`src/hdl/sdfc_pkg.sv`:
```
// Shared constants and types for the sigma-delta filter channel.
package sdfc_pkg;

	// ----------------------------------------------------------------
	// Widths
	// ----------------------------------------------------------------
	localparam int SINC_W = 26;
	localparam int CMP_W = 17;
	localparam int INT_W = 32;

	// ----------------------------------------------------------------
	// Register byte addresses
	// ----------------------------------------------------------------
	localparam logic [7:0] ADDR_CTRL = 8'h00;
	localparam logic [7:0] ADDR_RATIO = 8'h04;
	localparam logic [7:0] ADDR_THRESH = 8'h08;
	localparam logic [7:0] ADDR_DATA = 8'h0c;
	localparam logic [7:0] ADDR_FLAGS = 8'h10;

	// ----------------------------------------------------------------
	// Flag register bit positions
	// ----------------------------------------------------------------
	localparam int FLAG_NEW = 0;
	localparam int FLAG_OVER = 1;
	localparam int FLAG_UNDER = 2;
	localparam int FLAG_OVF = 3;

	// ----------------------------------------------------------------
	// Types
	// ----------------------------------------------------------------
	typedef enum logic [1:0] {
		sdfc_sinc1 = 2'b00,
		sdfc_sinc2 = 2'b01,
		sdfc_sinc3 = 2'b10,
		sdfc_fast = 2'b11
	} sdfc_struct_t;

	typedef struct packed {
		logic hold_strobe_select;
		logic integration_mode_select;
		logic integrator_enable_bit;
		sdfc_struct_t cmp_struct;
		sdfc_struct_t sinc_struct;
		logic filter_enable_bit;
	} sdfc_ctrl_t;

	// Each ratio field holds the ratio minus one.
	typedef struct packed {
		logic [6:0] integrator_sum_count;
		logic [4:0] cmp_ratio;
		logic [7:0] sinc_decimation_ratio;
	} sdfc_ratio_t;

	typedef struct packed {
		logic [15:0] high;
		logic [15:0] low;
	} sdfc_thresh_t;

	// ----------------------------------------------------------------
	// Reset values
	// ----------------------------------------------------------------
	localparam logic [7:0] CTRL_RST = 8'h00;
	localparam logic [19:0] RATIO_RST = 20'h00000;
	localparam logic [31:0] THRESH_RST = 32'hffff_0000;

endpackage : sdfc_pkg

```
`src/hdl/sdfc_channel.sv`:
```
// One channel of a delta-sigma decimation filter: comparator, sinc filter and integrator.
// Function
// - Comparator ratio programmable from 1 to 32.
// - Comparator result checked against high and low thresholds.
// - Threshold hits raise interrupt and record condition.
// - Comparator result never readable by the host.
// - Comparator maps bits to zero and one.
// - Comparator result up to 32768, unsigned.
// - Sinc structure selectable, ratio 1 to 256.
// - Sinc filter maps bits to minus/plus one.
// - One sinc word per ratio count of samples.
// - Sinc output signed, reaches 16777216 in magnitude.
// - Enabled sinc filter runs continuously.
// - Data-ready pin raised, dropped after data read.
// - Integrator is 32-bit signed accumulator.
// - Mode bit picks hold strobe or count.
// - Disabled integrator cleared and bypassed.
// - Hold strobe rising edge stores and clears.
// - Oversampling mode sums 1 to 128 words.
// - Integrator range reaches ratio cubed times count.
// - Overflow sets flag, clears accumulator, continues.
module sdfc_channel (
	input wire logic clk,
	input wire logic rst_n,
	input wire logic modulator_clock_input,
	input wire logic modulator_bit_input,
	input wire logic [1:0] hold_strobe_input,
	input wire logic [7:0] addr,
	input wire logic [31:0] wdata,
	input wire logic wr,
	input wire logic rd,
	output logic [31:0] rdata,
	output logic data_ready_pin,
	output logic cmp_irq
);

	// ----------------------------------------------------------------
	// Declarations
	// ----------------------------------------------------------------
	sdfc_pkg::sdfc_ctrl_t ctrl_ff;
	sdfc_pkg::sdfc_ratio_t ratio_ff;
	sdfc_pkg::sdfc_thresh_t thresh_ff;
	logic mclk_s1_ff, mclk_s2_ff, mclk_s3_ff;
	logic mbit_s1_ff, mbit_s2_ff;
	logic [1:0] hs_s1_ff, hs_s2_ff, hs_s3_ff;
	logic smp, hold_rise;
	logic signed [1:0] sinc_x, cmp_x;
	logic signed [sdfc_pkg::SINC_W-1:0] sinc_y;
	logic signed [sdfc_pkg::CMP_W-1:0] cmp_y;
	logic sinc_vld, cmp_vld;
	logic [sdfc_pkg::CMP_W-1:0] cmp_u;
	logic over_hit, under_hit;
	logic signed [sdfc_pkg::INT_W-1:0] acc_ff, data_ff, sinc_ext;
	logic signed [sdfc_pkg::INT_W:0] sum_wide;
	logic signed [sdfc_pkg::INT_W-1:0] sum32;
	logic ovf_evt;
	logic [6:0] icnt_ff;
	logic os_done, hs_done, new_word;
	logic new_ff, over_ff, under_ff, ovf_ff;
	logic rd_data, rd_flags;
	logic [31:0] nxt_rdata;
	logic [31:0] rdata_ff;

	// ----------------------------------------------------------------
	// Input synchronisers
	// ----------------------------------------------------------------

	// Modulator clock and bit come from outside; two flops before any logic.
	always_ff @(posedge clk) begin
		if (!rst_n) begin
			mclk_s1_ff <= 1'b0;
			mclk_s2_ff <= 1'b0;
			mclk_s3_ff <= 1'b0;
			mbit_s1_ff <= 1'b0;
			mbit_s2_ff <= 1'b0;
		end else begin
			mclk_s1_ff <= modulator_clock_input;
			mclk_s2_ff <= mclk_s1_ff;
			mclk_s3_ff <= mclk_s2_ff;
			mbit_s1_ff <= modulator_bit_input;
			mbit_s2_ff <= mbit_s1_ff;
		end
	end

	// Both hold strobes are synchronised so the select can change freely.
	always_ff @(posedge clk) begin
		if (!rst_n) begin
			hs_s1_ff <= 2'h0;
			hs_s2_ff <= 2'h0;
			hs_s3_ff <= 2'h0;
		end else begin
			hs_s1_ff <= hold_strobe_input;
			hs_s2_ff <= hs_s1_ff;
			hs_s3_ff <= hs_s2_ff;
		end
	end

	// The bit is taken with the synchronised rising edge of its clock.
	assign smp = mclk_s2_ff && !mclk_s3_ff;
	assign hold_rise = hs_s2_ff[ctrl_ff.hold_strobe_select] &&
		!hs_s3_ff[ctrl_ff.hold_strobe_select];

	// ----------------------------------------------------------------
	// Filters
	// ----------------------------------------------------------------

	// Main filter sees -1/+1, comparator filter sees 0/1.
	assign sinc_x = mbit_s2_ff ? 2'sh1 : 2'sh3;
	assign cmp_x = mbit_s2_ff ? 2'sh1 : 2'sh0;

	// Runs on every sample while enabled, with no host action.
	sdfc_sinc #(
		.W(sdfc_pkg::SINC_W),
		.RW(8)
	) u_sinc (
		.clk(clk),
		.rst_n(rst_n),
		.run(ctrl_ff.filter_enable_bit),
		.smp(smp),
		.x(sinc_x),
		.order(ctrl_ff.sinc_struct),
		.ratio_m1(ratio_ff.sinc_decimation_ratio),
		.y(sinc_y),
		.y_vld(sinc_vld)
	);

	// Comparator filter; 17 signed bits hold the unsigned peak of 32768.
	sdfc_sinc #(
		.W(sdfc_pkg::CMP_W),
		.RW(5)
	) u_cmp (
		.clk(clk),
		.rst_n(rst_n),
		.run(ctrl_ff.filter_enable_bit),
		.smp(smp),
		.x(cmp_x),
		.order(ctrl_ff.cmp_struct),
		.ratio_m1(ratio_ff.cmp_ratio),
		.y(cmp_y),
		.y_vld(cmp_vld)
	);

	// ----------------------------------------------------------------
	// Threshold comparison
	// ----------------------------------------------------------------

	// Results are never negative, so compare as straight binary.
	assign cmp_u = cmp_y;
	assign over_hit = cmp_vld && (cmp_u > {1'b0, thresh_ff.high});
	assign under_hit = cmp_vld && (cmp_u < {1'b0, thresh_ff.low});

	// Sticky condition flags; a new hit beats a clearing read.
	always_ff @(posedge clk) begin
		if (!rst_n) begin
			over_ff <= 1'b0;
			under_ff <= 1'b0;
		end else begin
			if (over_hit) begin
				over_ff <= 1'b1;
			end else if (rd_flags) begin
				over_ff <= 1'b0;
			end
			if (under_hit) begin
				under_ff <= 1'b1;
			end else if (rd_flags) begin
				under_ff <= 1'b0;
			end
		end
	end

	assign cmp_irq = over_ff || under_ff;

	// ----------------------------------------------------------------
	// Integrator
	// ----------------------------------------------------------------

	assign sinc_ext = sdfc_pkg::INT_W'(sinc_y);
	assign sum_wide = {acc_ff[sdfc_pkg::INT_W-1], acc_ff} +
		{sinc_ext[sdfc_pkg::INT_W-1], sinc_ext};
	assign sum32 = sum_wide[sdfc_pkg::INT_W-1:0];
	// Reaching +2^31 or below -2^31 counts as overflow.
	assign ovf_evt = ctrl_ff.integrator_enable_bit && sinc_vld &&
		(sum_wide[sdfc_pkg::INT_W] != sum_wide[sdfc_pkg::INT_W-1]);
	assign os_done = ctrl_ff.integrator_enable_bit && !ctrl_ff.integration_mode_select &&
		sinc_vld && (icnt_ff == ratio_ff.integrator_sum_count);
	assign hs_done = ctrl_ff.integrator_enable_bit && ctrl_ff.integration_mode_select &&
		hold_rise;
	assign new_word = ctrl_ff.integrator_enable_bit ? (os_done || hs_done) : sinc_vld;

	// Accumulator; a sample that meets a hold edge is folded into the stored word.
	always_ff @(posedge clk) begin
		if (!rst_n || !ctrl_ff.integrator_enable_bit || !ctrl_ff.filter_enable_bit) begin
			acc_ff <= '0;
		end else if (os_done || hs_done || ovf_evt) begin
			acc_ff <= '0;
		end else if (sinc_vld) begin
			acc_ff <= sum32;
		end
	end

	// Count of summed words in oversampling mode; restarts with the filter.
	always_ff @(posedge clk) begin
		if (!rst_n || !ctrl_ff.integrator_enable_bit || !ctrl_ff.filter_enable_bit) begin
			icnt_ff <= 7'h00;
		end else if (os_done) begin
			icnt_ff <= 7'h00;
		end else if (sinc_vld && !ctrl_ff.integration_mode_select) begin
			icnt_ff <= icnt_ff + 7'h01;
		end
	end

	// Data word: bypassed sinc word, or the integrator result.
	always_ff @(posedge clk) begin
		if (!rst_n) begin
			data_ff <= '0;
		end else if (!ctrl_ff.integrator_enable_bit && sinc_vld) begin
			data_ff <= sinc_ext;
		end else if (os_done) begin
			data_ff <= sum32;
		end else if (hs_done) begin
			data_ff <= sinc_vld ? sum32 : acc_ff;
		end
	end

	// Overflow flag is sticky until the flag register is read.
	always_ff @(posedge clk) begin
		if (!rst_n) begin
			ovf_ff <= 1'b0;
		end else if (ovf_evt) begin
			ovf_ff <= 1'b1;
		end else if (rd_flags) begin
			ovf_ff <= 1'b0;
		end
	end

	// Data-ready pin: a fresh word beats the read that would clear it.
	always_ff @(posedge clk) begin
		if (!rst_n) begin
			new_ff <= 1'b0;
		end else if (new_word) begin
			new_ff <= 1'b1;
		end else if (rd_data) begin
			new_ff <= 1'b0;
		end
	end

	assign data_ready_pin = new_ff;

	// ----------------------------------------------------------------
	// Register port
	// ----------------------------------------------------------------

	assign rd_data = rd && (addr == sdfc_pkg::ADDR_DATA);
	assign rd_flags = rd && (addr == sdfc_pkg::ADDR_FLAGS);

	// Configuration writes; writes to other addresses are ignored.
	always_ff @(posedge clk) begin
		if (!rst_n) begin
			ctrl_ff <= sdfc_pkg::CTRL_RST;
			ratio_ff <= sdfc_pkg::RATIO_RST;
			thresh_ff <= sdfc_pkg::THRESH_RST;
		end else if (wr) begin
			if (addr == sdfc_pkg::ADDR_CTRL) begin
				ctrl_ff <= wdata[7:0];
			end else if (addr == sdfc_pkg::ADDR_RATIO) begin
				ratio_ff <= wdata[19:0];
			end else if (addr == sdfc_pkg::ADDR_THRESH) begin
				thresh_ff <= wdata;
			end
		end
	end

	// Read mux; the comparator word has no address at all.
	always_comb begin
		nxt_rdata = 32'h0;
		if (!rd) begin
			nxt_rdata = 32'h0;
		end else if (addr == sdfc_pkg::ADDR_CTRL) begin
			nxt_rdata = {24'h0, ctrl_ff};
		end else if (addr == sdfc_pkg::ADDR_RATIO) begin
			nxt_rdata = {12'h0, ratio_ff};
		end else if (addr == sdfc_pkg::ADDR_THRESH) begin
			nxt_rdata = thresh_ff;
		end else if (addr == sdfc_pkg::ADDR_DATA) begin
			nxt_rdata = data_ff;
		end else if (addr == sdfc_pkg::ADDR_FLAGS) begin
			nxt_rdata[sdfc_pkg::FLAG_NEW] = new_ff;
			nxt_rdata[sdfc_pkg::FLAG_OVER] = over_ff;
			nxt_rdata[sdfc_pkg::FLAG_UNDER] = under_ff;
			nxt_rdata[sdfc_pkg::FLAG_OVF] = ovf_ff;
		end
	end

	// Read data stand only in the cycle after the strobe.
	always_ff @(posedge clk) begin
		if (!rst_n) begin
			rdata_ff <= 32'h0;
		end else begin
			rdata_ff <= nxt_rdata;
		end
	end

	assign rdata = rdata_ff;
endmodule : sdfc_channel

```
`src/hdl/sdfc_sinc.sv`:
```
// Generic integrate, decimate and differentiate sinc filter of order one to three.
module sdfc_sinc #(
	parameter int W = 26,
	parameter int RW = 8
) (
	input wire logic clk,
	input wire logic rst_n,
	input wire logic run,
	input wire logic smp,
	input wire logic signed [1:0] x,
	input wire sdfc_pkg::sdfc_struct_t order,
	input wire logic [RW-1:0] ratio_m1,
	output logic signed [W-1:0] y,
	output logic y_vld
);

	logic signed [W-1:0] i1_ff, i2_ff, i3_ff;
	logic signed [W-1:0] nxt_i1, nxt_i2, nxt_i3;
	logic signed [W-1:0] d1_ff, d2_ff, d3_ff;
	logic signed [W-1:0] pick, c1, c2, c3, nxt_y;
	logic [RW-1:0] cnt_ff;
	logic dec;

	// One output per ratio count of input samples.
	assign dec = smp && (cnt_ff == ratio_m1);

	// Integrators and comb differences; wrap-around arithmetic is exact modulo 2^W.
	always_comb begin
		nxt_i1 = i1_ff + W'(x);
		nxt_i2 = i2_ff + nxt_i1;
		nxt_i3 = i3_ff + nxt_i2;
		case (order)
			sdfc_pkg::sdfc_sinc1: pick = nxt_i1;
			sdfc_pkg::sdfc_sinc3: pick = nxt_i3;
			default: pick = nxt_i2;
		endcase
		c1 = pick - d1_ff;
		c2 = c1 - d2_ff;
		c3 = c2 - d3_ff;
		case (order)
			sdfc_pkg::sdfc_sinc1: nxt_y = c1;
			sdfc_pkg::sdfc_sinc2: nxt_y = c2;
			sdfc_pkg::sdfc_sinc3: nxt_y = c3;
			default: nxt_y = c2 <<< 1; // Fast structure doubles the second-order peak.
		endcase
	end

	// Integrator state runs at the input sample rate.
	always_ff @(posedge clk) begin
		if (!rst_n || !run) begin
			i1_ff <= '0;
			i2_ff <= '0;
			i3_ff <= '0;
			cnt_ff <= '0;
		end else if (smp) begin
			i1_ff <= nxt_i1;
			i2_ff <= nxt_i2;
			i3_ff <= nxt_i3;
			cnt_ff <= dec ? '0 : cnt_ff + 1'b1;
		end
	end

	// Comb delays and the output word update only at decimation.
	always_ff @(posedge clk) begin
		if (!rst_n || !run) begin
			d1_ff <= '0;
			d2_ff <= '0;
			d3_ff <= '0;
			y <= '0;
			y_vld <= 1'b0;
		end else begin
			y_vld <= dec;
			if (dec) begin
				d1_ff <= pick;
				d2_ff <= c1;
				d3_ff <= c2;
				y <= nxt_y;
			end
		end
	end

endmodule : sdfc_sinc
```
`config.mk`:
```
export PLATFORM = sky130hd
export DESIGN_NAME = sdfc_channel
export DESIGN_NICKNAME = d
export VERILOG_FILES = /design/src/hdl/sdfc_pkg.sv /design/src/hdl/sdfc_channel.sv /design/src/hdl/sdfc_sinc.sv
export SDC_FILE = /design/constraint.sdc
export NUM_CORES = 2
export LEC_CHECK = 0
export BUFFER_PORTS_ARGS = -buffer_cell sky130_fd_sc_hd__buf_2
export CAP_MARGIN = 10
export CORE_MARGIN = 2
export CORE_UTILIZATION = 40
export CTS_BUF_LIST = sky130_fd_sc_hd__clkbuf_4
export DETAILED_ROUTE_END_ITERATION = 6
export PLACE_DENSITY_LB_ADDON = 0.12
export SYNTH_ARGS = -nofsm -noshare
export SYNTH_HDL_FRONTEND = slang
export SYNTH_SLANG_ARGS = --single-unit
export TNS_END_PERCENT = 1
```
`constraint.sdc`:
```
create_clock -name clk -period 10.8 [get_ports clk]
set_input_delay 1.08 -clock clk [delete_from_list [all_inputs] [get_ports clk]]
set_output_delay 1.08 -clock clk [all_outputs]
set_load 0.005 [all_outputs]
```
==> impl_metrics.tcl <==
set metrics [dict create \
    synth_nets 4699 \
    nets 4795 \
    cp_num_buf_inv 3 \
    synth_warnings 0 \
    p_switching_mw 1.16 \
    irDropWorstVdd_mv 0.0902 \
    async_flop_share_pct 0 \
    antenna_found_initial 4 \
    dp_slack_ps 395 \
    synthCells 4341 \
    syn-mean-instance-area_um2 7.65 \
    n_fill_cell 8542 \
    die_w_um 292 \
    slowest_stage "fa_1" \
    critPathMostFrequentCell "ha_1" \
    power_density_nw_per_um2 113 \
    grt_overflow 0 \
    swShare_pct 27.8 \
    synth_area_um2 33200 \
    ys_seq_area_share_pct 29.8 \
    synth_edf_count 0 \
    yosysUniqueCellTypes 90 \
    path_max_fanout 4 \
    wl_per_cell_um 17.0 \
    rsz0062_at_grt "false" \
    io_pins 82 \
    rows 105 \
    timing.final.ws_setup_ps 879 \
    finalMaxSlewViolations 0 \
    skew_ps 62.1 \
    num_vias 29800 \
    drive_gt1_share_pct 10.7 \
    outcome "finished, final reports clean" \
    seqPwrFrac_pct 43.8 \
    critPathArrivalTime_ps 10850 \
    multi_input_comb_area_um2 21700 \
    fin_crit_ps 9920 \
    gp_congestion 0.840 \
    drc 0 \
    finalWirelength_mm 95.3 \
    mostFrequentLayoutCells "nand2_1 (767), dfxtp_1 (488), a21oi_1 (483)" \
    end_kind "register" \
    crit_family "compound AO/OA/AOI/OAI gates" \
    numPortBuffers 81 \
    seq_area_um2 9900 \
    cpPeakStageDelay_ps 450 \
    p_int_mw 3.01 \
    cts_buffer_depth 3 \
    max_cap_viol_count 0 \
    clk_latency_ps 1050 \
    required_ps 11730 \
    via_per_inst 5.30 \
    die-area_um2 85400 \
    clkPwrFrac_pct 45.1 \
    place_hpwl_mm 67.7 \
    layout_commonest_cell "nand2_1" \
    hold_viol_final 0 \
    ant_nets 0 \
    hold_class "primary input to register" \
    grt_pass1_vias 28500 \
    max_freq_ghz 0.101 \
    grt_pass1_wl_mm 154 \
    clk_root_buffer_cell "clkbuf_4" \
    drt_first_pass_iters 7 \
    first_iter_violations 1624 \
    ys_ff_latch 494 \
    power.leakage_nw 14.3 \
    finalCritPeriodShare_pct 91.9 \
    grtUsageTotal_pct 22.3 \
    clock-sinks 494 \
    grt_max_degree 85 \
    syn2layout_area_growth_pct 10.7 \
    initial_core_util_pct 40.5 \
    max_slew.worst_pin.slew_ps 1050 \
    tns_ps 0 \
    cts_tree "yes" \
    criticalPathCategory "register to register" \
    clk_pin_slew_worst_paths_ps 60 \
    die_height_um 292 \
    critPathLaunchType "register" \
    core-area_um2 82100 \
    synth_ff_type "dfxtp_1" \
    max-slew-margin-rel_pct 29.5 \
    cts_buffers 151 \
    setup_viol 0 \
    htree_levels 4 \
    power_frac_comb_pct 11.0 \
]
-- cell usage after synthesis (all sizes together), types with 47 or more instances --
master,number,area share (%)
a211oi,63,1.4
a21o,84,1.9
a21oi,487,7.3
clkbuf,165,1.9
dfxtp,494,30
ha,298,11
inv,271,3.1
mux2i,68,2.0
nand2,768,8.7
nand3,77,1.2
nor2,353,4.0
nor2b,47,0.89
nor3,56,0.84
o211ai,48,1.1
o21ai,214,3.2
xnor2,177,4.7
xor2,101,2.7
-- registers in the layout (all words and copies together) (netlist names), 5 cells and up --
register       count
u_cmp.d3_ff       17
u_cmp.d1_ff       17
rdata             32
u_cmp.cnt_ff       5
acc_ff            32
u_sinc.d3_ff      26
u_cmp.y           17
ratio_ff          20
u_sinc.i1_ff      26
u_sinc.d1_ff      26
u_cmp.d2_ff       17
ctrl_ff            8
u_sinc.i2_ff      26
u_sinc.i3_ff      26
u_sinc.cnt_ff      8
data_ff           32
u_cmp.i2_ff       17
thresh_ff         32
u_cmp.i1_ff       17
u_sinc.d2_ff      26
u_sinc.y          26
icnt_ff            7
u_cmp.i3_ff       17
-- per-stage QoR --
step / area, um^2 / cells / hold slack [ps] / util (%) / total power, mW
after floorplan: 33200 / 4341 / 412 / - / 2.20
after global placement: 34700 / 5346 / 414 / 42.2 / 2.31
after detailed placement: 34700 / 5346 / 422 / 42.2 / 2.31
after CTS: 36600 / 5602 / 118 / 44.5 / 4.23
after global routing: 36800 / 5617 / 157 / 44.8 / 4.39
final: 36800 / 5617 / 239 / 44.8 / 4.17
-- power by group through the flow --
stage / clock network [mW] / registers, mW / logic [mW]
CTS: 1.95 / 1.83 / 0.447
detailed placement: 0 / 1.87 / 0.445
global route: 2.05 / 1.82 / 0.513
floorplan: 0 / 1.87 / 0.335
finish: 1.88 / 1.83 / 0.459
global placement: 0 / 1.87 / 0.446
-- layout make-up --
type,instances,area share [%]
clock inverters,36,0.715
inverters,274,2.80
flip-flops and latches,494,26.9
multi-input cells,3377,59.1
diodes,7,0.0476
repair buffers,139,2.30
clock buffers,220,4.49
well taps,1070,3.64
-- worst register-to-register path, delay by kind of cell, from the launching register on --
kind            cells  cell delay (ps)
compound gates     19             3810
xor+xnor            3              690
fa+ha+maj           6             2060
buf+inv             3              350
flops               1              300
simple gates       15             2620
-- metal layers --
| metal | vias up | GRT usage, % | part of all wire [%] |
|---|---|---|---|
| li1 | 15400 | - | - |
| met1 | 13700 | 29.7 | 48 |
| met2 | 524 | 37.1 | 46 |
| met3 | 145 | 3.39 | 3.8 |
| met4 | 0 | 6.59 | 1.9 |
| met5 | - | 0 | 0 |
-- what timing repair did --
action / 4_1_cts / 5_1_grt
endpoints found under the setup margin: 0 / 6
hold buffers: 0 / 0
buffers inserted: 0 / 8
endpoints found under the hold margin: 0 / 0
gates resized for setup: 0 / 33
-- worst paths after layout --
| kind | startpoint | end | slack (ps) | cells after the start |
|---|---|---|---|---|
| setup / recovery | mbit_s2_ff | u_sinc.y[25] | 880 | 46 |
| hold / removal | hold_strobe_input[1] | hs_s1_ff[1] | 240 | 2 |
| setup reg to reg | mbit_s2_ff | u_sinc.y[25] | 880 | 46 |
| hold reg to reg | mclk_s1_ff | mclk_s2_ff | 430 | 1 |
-- cell families after synthesis --
| logic type | synth area share [%] |
|---|---|
| and+or+nand+nor | 19.8 |
| AOI/OAI and AO/OA | 22.0 |
| DFF | 29.8 |
| buffers and inverters | 5.34 |
| adders and majority gates | 11.9 |
| xor gates and xnor gates | 7.37 |
| muxes | 3.74 |
Note: power is estimated with default switching activity, not from simulation.
